**src/common/ipvr_defs.vh**
```
// constants for the interrupt priority and vector resolver
// What this block does
// - every source owns a distinct vector number and table offset
// - table offset of the accepted source is four times its vector
// - software sets each pin and peripheral level 0..15 in 4-bit fields
// - sources sharing one field rank in a fixed hardwired order
// - reset clears every priority field to level 0
// - equal levels arriving together resolve by the fixed default order
// - nmi vector 11 level 16, break 12 level 15, pins 64..71
// - a level of 0 masks the source completely
// - nmi always accepted and raises the cpu mask to 15
`ifndef IPVR_DEFS_VH
`define IPVR_DEFS_VH

`define IPVR_LVL_W 5
`define IPVR_FLD_W 4
`define IPVR_VEC_W 8
`define IPVR_NPRIO 8
`define IPVR_NPINS 8
`define IPVR_NPFLD 24
`define IPVR_NSLOT 4
`define IPVR_DMA_FLDS 2
`define IPVR_DMA_STEP 2
`define IPVR_NMI_VEC 8'h0B
`define IPVR_UB_VEC 8'h0C
`define IPVR_PIN_VEC 8'h40
`define IPVR_PER_VEC 72
`define IPVR_FLD_SPAN 4
`define IPVR_NMI_LVL 5'h10
`define IPVR_UB_LVL 5'h0F
`define IPVR_NO_LVL 5'h00
`define IPVR_TOP_MASK 4'hF
`define IPVR_PRIO_RST 16'h0000
`define IPVR_OFS_PRIO 8'h00
`define IPVR_OFS_STAT 8'h20
`define IPVR_OFS_MASK 8'h24
`define IPVR_OFS_CUR 8'h28
`define IPVR_NEVT 2
`define IPVR_EVT_ACC 0
`define IPVR_EVT_NMI 1
`define IPVR_EVT_RST 2'h0

`endif

```
**src/hdl/ipvr_pick.v**
```verilog
// one step of the priority chain: keep the stronger of two candidates
`timescale 1ns/1ps
`default_nettype none
module ipvr_pick #(
    parameter LVL_W = 5,
    parameter VEC_W = 8
) (
    input wire [LVL_W-1:0] in_lvl,
    input wire [VEC_W-1:0] in_vec,
    input wire [LVL_W-1:0] cand_lvl,
    input wire [VEC_W-1:0] cand_vec,
    output wire [LVL_W-1:0] out_lvl,
    output wire [VEC_W-1:0] out_vec
);
    // strictly greater: earlier source wins a tie
    wire take;
    assign take = (cand_lvl > in_lvl);
    assign out_lvl = take ? cand_lvl : in_lvl;
    assign out_vec = take ? cand_vec : in_vec;
endmodule
`default_nettype wire

```
**src/hdl/ipvr_evt.v**
```verilog
// sticky event flags, write-one-to-clear, with mask and level interrupt
`timescale 1ns/1ps
`default_nettype none
`include "ipvr_defs.vh"
module ipvr_evt #(
    parameter W = 2
) (
    input wire clk_sys,
    input wire rst_n,
    input wire [W-1:0] evt,
    input wire clr_we,
    input wire [W-1:0] clr_data,
    input wire mask_we,
    input wire [W-1:0] mask_data,
    output wire [W-1:0] status,
    output wire [W-1:0] mask,
    output wire irq
);
    reg [W-1:0] stat_reg;
    reg [W-1:0] mask_reg;
    wire [W-1:0] stat_next;
    // set beats clear in the same cycle so no event is lost
    assign stat_next = (stat_reg & ~({W{clr_we}} & clr_data)) | evt;
    always @(posedge clk_sys or negedge rst_n) begin
        if (!rst_n) begin
            stat_reg <= {W{1'b0}};
            mask_reg <= {W{1'b0}};
        end else begin
            stat_reg <= stat_next;
            if (mask_we) begin
                mask_reg <= mask_data;
            end
        end
    end
    assign status = stat_reg;
    assign mask = mask_reg;
    assign irq = |(stat_reg & mask_reg);
endmodule
`default_nettype wire

```
**src/hdl/ipvr_top.v**
```verilog
// priority resolution and vector generation with apb register access
`timescale 1ns/1ps
`default_nettype none
`include "ipvr_defs.vh"
module ipvr_top #(
    parameter ADDR_W = 8
) (
    input wire clk_sys,
    input wire rst_n,
    // apb slave
    input wire psel,
    input wire penable,
    input wire pwrite,
    input wire [ADDR_W-1:0] paddr,
    input wire [31:0] pwdata,
    input wire [3:0] pstrb,
    output wire pready,
    output wire [31:0] prdata,
    output wire pslverr,
    // request sources, level held by the requester until served
    input wire nmi_req,
    input wire ubrk_req,
    input wire [`IPVR_NPINS-1:0] external_request_pins,
    input wire [`IPVR_NPFLD*`IPVR_NSLOT-1:0] periph_req,
    // cpu side
    input wire [`IPVR_FLD_W-1:0] cpu_mask_lvl,
    input wire cpu_ack,
    output wire cpu_req,
    output wire [`IPVR_VEC_W-1:0] cpu_vec,
    output wire [`IPVR_LVL_W-1:0] cpu_lvl,
    output wire [31:0] cpu_vec_addr,
    output wire [`IPVR_FLD_W-1:0] cpu_new_mask,
    output wire irq
);
    localparam NSRC = 2 + `IPVR_NPINS + `IPVR_NPFLD * `IPVR_NSLOT;
    localparam LW = `IPVR_LVL_W;
    localparam VW = `IPVR_VEC_W;

    // ---------------- priority registers ----------------
    reg [15:0] prio_reg [0:`IPVR_NPRIO-1];
    wire apb_setup;
    wire apb_wr;
    wire hit_prio;
    wire hit_stat;
    wire hit_mask;
    wire hit_cur;
    wire hit_any;
    wire [2:0] prio_idx;
    wire [7:0] ofs;

    // word offset inside the block; an 8-bit window needs ADDR_W >= 8
    assign ofs = {paddr[7:2], 2'b00};
    assign apb_setup = psel & ~penable;
    assign apb_wr = psel & penable & pwrite;
    assign prio_idx = ofs[4:2];
    assign hit_prio = (ofs[7:5] == `IPVR_OFS_PRIO >> 5);
    assign hit_stat = (ofs == `IPVR_OFS_STAT);
    assign hit_mask = (ofs == `IPVR_OFS_MASK);
    assign hit_cur = (ofs == `IPVR_OFS_CUR);
    assign hit_any = hit_prio | hit_stat | hit_mask | hit_cur;

    genvar g;
    generate
        for (g = 0; g < `IPVR_NPRIO; g = g + 1) begin : g_prio
            wire sel;
            assign sel = apb_wr & hit_prio & (prio_idx == g);
            always @(posedge clk_sys or negedge rst_n) begin
                if (!rst_n) begin
                    prio_reg[g] <= `IPVR_PRIO_RST;
                end else if (sel) begin
                    // byte lanes reach the 4-bit fields
                    if (pstrb[0]) begin
                        prio_reg[g][7:0] <= pwdata[7:0];
                    end
                    if (pstrb[1]) begin
                        prio_reg[g][15:8] <= pwdata[15:8];
                    end
                end
            end
        end
    endgenerate

    // field f sits in register f/4, highest nibble first
    wire [`IPVR_FLD_W*`IPVR_NPRIO*4-1:0] fld_flat;
    generate
        for (g = 0; g < `IPVR_NPRIO * 4; g = g + 1) begin : g_fld
            assign fld_flat[g*`IPVR_FLD_W +: `IPVR_FLD_W] =
                prio_reg[g/4][(3-(g%4))*`IPVR_FLD_W +: `IPVR_FLD_W];
        end
    endgenerate

    // ---------------- source table ----------------
    wire [LW*NSRC-1:0] src_lvl;
    wire [VW*NSRC-1:0] src_vec;

    // fixed nmi and break entries, listed first
    assign src_lvl[0 +: LW] = nmi_req ? `IPVR_NMI_LVL : `IPVR_NO_LVL;
    assign src_vec[0 +: VW] = `IPVR_NMI_VEC;
    assign src_lvl[LW +: LW] = ubrk_req ? `IPVR_UB_LVL : `IPVR_NO_LVL;
    assign src_vec[VW +: VW] = `IPVR_UB_VEC;

    generate
        for (g = 0; g < `IPVR_NPINS; g = g + 1) begin : g_pin
            localparam [VW-1:0] PV = `IPVR_PIN_VEC + g;
            wire [`IPVR_FLD_W-1:0] f;
            assign f = fld_flat[g*`IPVR_FLD_W +: `IPVR_FLD_W];
            assign src_lvl[(2+g)*LW +: LW] =
                (external_request_pins[g] && (f != 4'h0)) ?
                {1'b0, f} : `IPVR_NO_LVL;
            // pins take consecutive vectors from 64
            assign src_vec[(2+g)*VW +: VW] = PV;
        end
    endgenerate

    generate
        for (g = 0; g < `IPVR_NPFLD*`IPVR_NSLOT; g = g + 1) begin : g_per
            localparam K = g / `IPVR_NSLOT;
            localparam S = g % `IPVR_NSLOT;
            localparam DMA = (K < `IPVR_DMA_FLDS);
            localparam STEP = DMA ? `IPVR_DMA_STEP : 1;
            // dma fields hold two slots only, so vectors never overlap
            localparam LIVE = !(DMA && (S * STEP >= `IPVR_FLD_SPAN));
            localparam [VW-1:0] VEC =
                `IPVR_PER_VEC + `IPVR_FLD_SPAN * K + S * STEP;
            wire [`IPVR_FLD_W-1:0] f;
            assign f = fld_flat[(`IPVR_NPINS+K)*`IPVR_FLD_W +: `IPVR_FLD_W];
            // level 0 masks the whole field
            assign src_lvl[(2+`IPVR_NPINS+g)*LW +: LW] =
                (LIVE && periph_req[g] && (f != 4'h0)) ?
                {1'b0, f} : `IPVR_NO_LVL;
            assign src_vec[(2+`IPVR_NPINS+g)*VW +: VW] = VEC;
        end
    endgenerate

    // ---------------- resolution chain ----------------
    // a linear chain is slow but gives the fixed order for free
    wire [LW*(NSRC+1)-1:0] ch_lvl;
    wire [VW*(NSRC+1)-1:0] ch_vec;
    assign ch_lvl[0 +: LW] = `IPVR_NO_LVL;
    assign ch_vec[0 +: VW] = {VW{1'b0}};

    generate
        for (g = 0; g < NSRC; g = g + 1) begin : g_chain
            // slot order inside a field is fixed by position
            ipvr_pick #(
                .LVL_W(LW),
                .VEC_W(VW)
            ) u_pick (
                .in_lvl(ch_lvl[g*LW +: LW]),
                .in_vec(ch_vec[g*VW +: VW]),
                .cand_lvl(src_lvl[g*LW +: LW]),
                .cand_vec(src_vec[g*VW +: VW]),
                .out_lvl(ch_lvl[(g+1)*LW +: LW]),
                .out_vec(ch_vec[(g+1)*VW +: VW])
            );
        end
    endgenerate

    wire [LW-1:0] win_lvl;
    wire [VW-1:0] win_vec;
    wire win_ok;
    assign win_lvl = ch_lvl[NSRC*LW +: LW];
    assign win_vec = ch_vec[NSRC*VW +: VW];
    // only above the cpu mask; nmi level 16 always passes
    assign win_ok = (win_lvl > {1'b0, cpu_mask_lvl});

    // ---------------- cpu outputs ----------------
    reg req_reg;
    reg [VW-1:0] vec_reg;
    reg [LW-1:0] lvl_reg;
    reg [`IPVR_FLD_W-1:0] nmask_reg;
    wire [`IPVR_FLD_W-1:0] nmask_next;
    wire accepted;
    wire [`IPVR_NEVT-1:0] evt;

    // nmi and break raise the mask to 15, others to their level
    assign nmask_next = (win_lvl[LW-1] || win_vec == `IPVR_UB_VEC) ?
        `IPVR_TOP_MASK : win_lvl[`IPVR_FLD_W-1:0];
    assign accepted = req_reg & cpu_ack;

    always @(posedge clk_sys or negedge rst_n) begin
        if (!rst_n) begin
            req_reg <= 1'b0;
            vec_reg <= {VW{1'b0}};
            lvl_reg <= `IPVR_NO_LVL;
            nmask_reg <= 4'h0;
        end else if (accepted) begin
            // drop for one cycle so the served source can withdraw
            req_reg <= 1'b0;
        end else begin
            req_reg <= win_ok;
            if (win_ok) begin
                vec_reg <= win_vec;
                lvl_reg <= win_lvl;
                nmask_reg <= nmask_next;
            end
        end
    end

    assign cpu_req = req_reg;
    assign cpu_vec = vec_reg;
    assign cpu_lvl = lvl_reg;
    assign cpu_new_mask = nmask_reg;
    // table offset is vector times four
    // cpu reads its routine address from this offset
    assign cpu_vec_addr = {{(32-VW-2){1'b0}}, vec_reg, 2'b00};

    // ---------------- events and interrupt ----------------
    wire [`IPVR_NEVT-1:0] stat_w;
    wire [`IPVR_NEVT-1:0] mask_w;
    assign evt[`IPVR_EVT_ACC] = accepted;
    assign evt[`IPVR_EVT_NMI] = accepted & (vec_reg == `IPVR_NMI_VEC);

    ipvr_evt #(
        .W(`IPVR_NEVT)
    ) u_evt (
        .clk_sys(clk_sys),
        .rst_n(rst_n),
        .evt(evt),
        .clr_we(apb_wr & hit_stat & pstrb[0]),
        .clr_data(pwdata[`IPVR_NEVT-1:0]),
        .mask_we(apb_wr & hit_mask & pstrb[0]),
        .mask_data(pwdata[`IPVR_NEVT-1:0]),
        .status(stat_w),
        .mask(mask_w),
        .irq(irq)
    );

    // ---------------- apb read path ----------------
    // data is sampled in setup so the access phase needs no wait
    reg [31:0] rdata_reg;
    reg err_reg;
    reg [31:0] rdata_next;

    always @* begin
        rdata_next = 32'h0000_0000;
        if (hit_prio) begin
            rdata_next = {16'h0000, prio_reg[prio_idx]};
        end else if (hit_stat) begin
            rdata_next = {{(32-`IPVR_NEVT){1'b0}}, stat_w};
        end else if (hit_mask) begin
            rdata_next = {{(32-`IPVR_NEVT){1'b0}}, mask_w};
        end else if (hit_cur) begin
            rdata_next = {11'h000, req_reg, nmask_reg, 3'h0, lvl_reg,
                vec_reg};
        end
    end

    always @(posedge clk_sys or negedge rst_n) begin
        if (!rst_n) begin
            rdata_reg <= 32'h0000_0000;
            err_reg <= 1'b0;
        end else if (apb_setup) begin
            rdata_reg <= pwrite ? 32'h0000_0000 : rdata_next;
            // current-state word is read only
            err_reg <= ~hit_any | (pwrite & hit_cur);
        end
    end

    assign pready = 1'b1;
    assign prdata = rdata_reg;
    assign pslverr = err_reg & psel & penable;
endmodule
`default_nettype wire

```
**config.mk**
```make
export PLATFORM = sky130hd
export DESIGN_NAME = ipvr_top
export DESIGN_NICKNAME = d
export VERILOG_FILES = /design/src/hdl/ipvr_pick.v /design/src/hdl/ipvr_evt.v /design/src/hdl/ipvr_top.v
export VERILOG_INCLUDE_DIRS = /design/src /design/src/common
export SDC_FILE = /design/constraint.sdc
export NUM_CORES = 1
export LEC_CHECK = 0
export BUFFER_PORTS_ARGS = -buffer_cell sky130_fd_sc_hd__buf_2
export CAP_MARGIN = 20
export CORE_ASPECT_RATIO = 1.1
export CORE_MARGIN = 2
export CORE_UTILIZATION = 50
export DETAILED_ROUTE_END_ITERATION = 10
export PLACE_DENSITY = 0.67
export SYNTH_ARGS = -nofsm -noshare
export SYNTH_HDL_FRONTEND = slang
export SYNTH_HIERARCHICAL = 1
export SYNTH_SLANG_ARGS = --single-unit
```
**constraint.sdc**
```tcl
create_clock -name clk_sys -period 384.6 [get_ports clk_sys]
set_input_delay 0 -clock clk_sys [delete_from_list [all_inputs] [get_ports clk_sys]]
set_output_delay 0 -clock clk_sys [all_outputs]
set_load 0.05 [all_outputs]
```
==> results.sh <==
export IMPL_synth_top_cell_area_share_pct=34.8
export IMPL_status="finished clean"
export IMPL_min_to="fld_flat[110]$_DFFE_PN0P_"
export IMPL_fin_crit_sh_pct=43.6
export IMPL_viasPerCell=4.84
export IMPL_clkLatencyLatePin_ps=450
export IMPL_crit_top_cell="ha_1"
export IMPL_largest_reg_flops=128
export IMPL_arrival_ps=167930
export IMPL_cts_resized=0
export IMPL_crit_start="nmi_req"
export IMPL_crit_fanout=13
export IMPL_grt_max_degree=75
export IMPL_cts_setup_buffers=0
export IMPL_cts_tree="built"
export IMPL_async_flop_share_pct=100
export IMPL_rsz0062_at_grt="false"
export IMPL_fillers=8127
export IMPL_coreArea_um2=90900
export IMPL_rr_endpoint="cpu_lvl[1]$_DFFE_PN0P_"
export IMPL_first_iter_violations=1243
export IMPL_num_rows=116
export IMPL_cts_hold_fix_buffers=13
export IMPL_drv_cap=0
export IMPL_synth_seq_cells=172
export IMPL_placedCellCount=6706
export IMPL_crit_required_ps=384920
export IMPL_cp_start_kind="input port"
export IMPL_synthFlopType="dfrtp_1"
export IMPL_drive_gt1_share_pct=36.3
export IMPL_antenna_found_initial=43
export IMPL_cts_sinks=172
export IMPL_min_delay_start="pwdata[2]"
export IMPL_avgSynthCellArea_um2=10.5
export IMPL_tightest_slew_ps=1140
export IMPL_finalCriticalPeriod_ps=167600
export IMPL_fin_util_pct=56.9
export IMPL_syn_to_final_growth_pct=12.9
export IMPL_synth_common_cells="mux2_4, inv_1, ha_1"
export IMPL_die_h_um=321
export IMPL_start_util_pct=50.4
export IMPL_yosysTopAreaCell="mux2_4"
export IMPL_slew_viol_final=0
export IMPL_die_w_um=293
export IMPL_final_cells=6775
export IMPL_synth_area_leaders="mux2_4, ha_1, mux2_2"
export IMPL_cts_htree_levels=4
export IMPL_synth_cell_types=54
export IMPL_synth_edf_count=0
export IMPL_rrSetupSlack_ps=218980
export IMPL_synthCells=4359
export IMPL_synth_area_um2=45800
export IMPL_drtAntennaViolNets=0
export IMPL_wl_per_cell_um=15.4
export IMPL_fin_tns_setup_ps=0
export IMPL_dr_pass1_iters=5
export IMPL_yosysSeqAreaShare_pct=9.40
export IMPL_vias=32800
export IMPL_whs_path_depth=2
export IMPL_io_pins=245
export IMPL_path_clk_slew_ps=70
export IMPL_globalplace_congestion=0.875
export IMPL_clockBufferDepth=2
export IMPL_grt_remaining_overflow=0
export IMPL_reg2reg_depth=608
export IMPL_grt_pass1_wl_um=167000
export IMPL_synth_most_common_cell="mux2_4"
export IMPL_setup_violations=0
export IMPL_nets=6252
export IMPL_cpPeakStageDelay_ps=830
export IMPL_hold_viol=0
export IMPL_grtUsageTotal_pct=22.1
export IMPL_critPathCaptureType="register"
export IMPL_drt_total_wl_um=105000
export IMPL_yosys_warnings=6
export IMPL_dp_hpwl_um=89500
export IMPL_numCtsBuffers=17
export IMPL_criticalPathCategory="input port to register"
export IMPL_r2r_start="fld_flat[2]$_DFFE_PN0P_"
export IMPL_cp_slowest_cell="o22ai_2"
export IMPL_slew_limit_headroom_pct=23.1
export IMPL_numPortBuffers=184
export IMPL_design_die_area_um2=94100
export IMPL_drc=0
export IMPL_hold_path_class="input port to register"
export IMPL_cts_root_buffer="clkbuf_16"
export IMPL_grt_pass1_vias=32200
export IMPL_fmax_ghz=0.00597
export IMPL_fin_skew_ps=14.5
[how the worst max path moves through the flow]
stage / to / slack [ps] / cells past startpoint
after floorplan: cpu_lvl[0]$_DFFE_PN0P_ / 257760 / 969
after global placement: cpu_lvl[0]$_DFFE_PN0P_ / 218230 / 965
after detailed placement: cpu_lvl[1]$_DFFE_PN0P_ / 215550 / 771
after CTS: cpu_lvl[1]$_DFFE_PN0P_ / 215880 / 757
after global routing: cpu_lvl[1]$_DFFE_PN0P_ / 205010 / 757
final: cpu_lvl[1]$_DFFE_PN0P_ / 217000 / 757
[metrics by stage]
step / setup slack, ps / instance area (µm²) / hold slack [ps]
6_report: 217000 / 51700 / 20.3
5_1_grt: 205010 / 51700 / 12.4
3_3_place_gp: 218230 / 50900 / -61.6
3_5_place_dp: 215550 / 50900 / -57.1
2_1_floorplan: 257760 / 50100 / -296
4_1_cts: 215880 / 51600 / 2.69
[routing by layer]
layer / wire (µm) / part of all wire (%) / GRT usage (%)
met4: 2170 / 2.1 / 5.47
met2: 50500 / 48 / 39.4
met1: 46100 / 44 / 27.0
met3: 5500 / 5.3 / 4.39
met5: 252 / 0.24 / 0
[final cells by class]
cell class,instances,area [µm²],area share [%]
sequential,172,4300,8.33
tap,1180,1480,2.86
clock buffer,17,425,0.823
clock inverter,15,149,0.288
inverter,565,2120,4.10
multi-input combinational,4599,42100,81.4
timing repair buffer,203,1100,2.13
antenna,24,60.1,0.116
[cells by family (layout without fill, tap and decap cells)]
| logic type | Yosys count | count (layout) | share of synthesized area [%] |
|---|---|---|---|
| mux | 1569 | 1569 | 47.7 |
| simple gates | 928 | 928 | 11.4 |
| buf+inv | 738 | 800 | 8.20 |
| fa+ha+maj | 534 | 534 | 14.6 |
| compound gates | 416 | 416 | 8.71 |
| flops | 172 | 172 | 9.40 |
| other cells | 2 | 1176 | 0.0164 |
[critical path, delay by kind of cell]
family,cells,cell delay [ps]
AND/OR/NAND/NOR,134,16500
AO/OA/AOI/OAI,223,101910
multiplexers,133,42440
adder cells (fa/ha/maj),133,38850
buffers and inverters,134,6390
[placed cells by master (no fill, tap or decap), types with 28 or more instances in the layout]
cell / n
mux2_2: 458
mux2i_1: 28
nand2b_1: 87
buf_2: 183
nor2_1: 177
a21oi_1: 60
nand3_1: 86
dfrtp_1: 172
a211oi_2: 83
o22ai_2: 83
mux2_4: 1062
inv_1: 565
conb_1: 1152
a21o_1: 89
ha_1: 534
and2_1: 401
nand2_1: 120
Power is not shown: default switching activity piles up to over one toggle a cycle in this logic, so the estimate is an artifact.
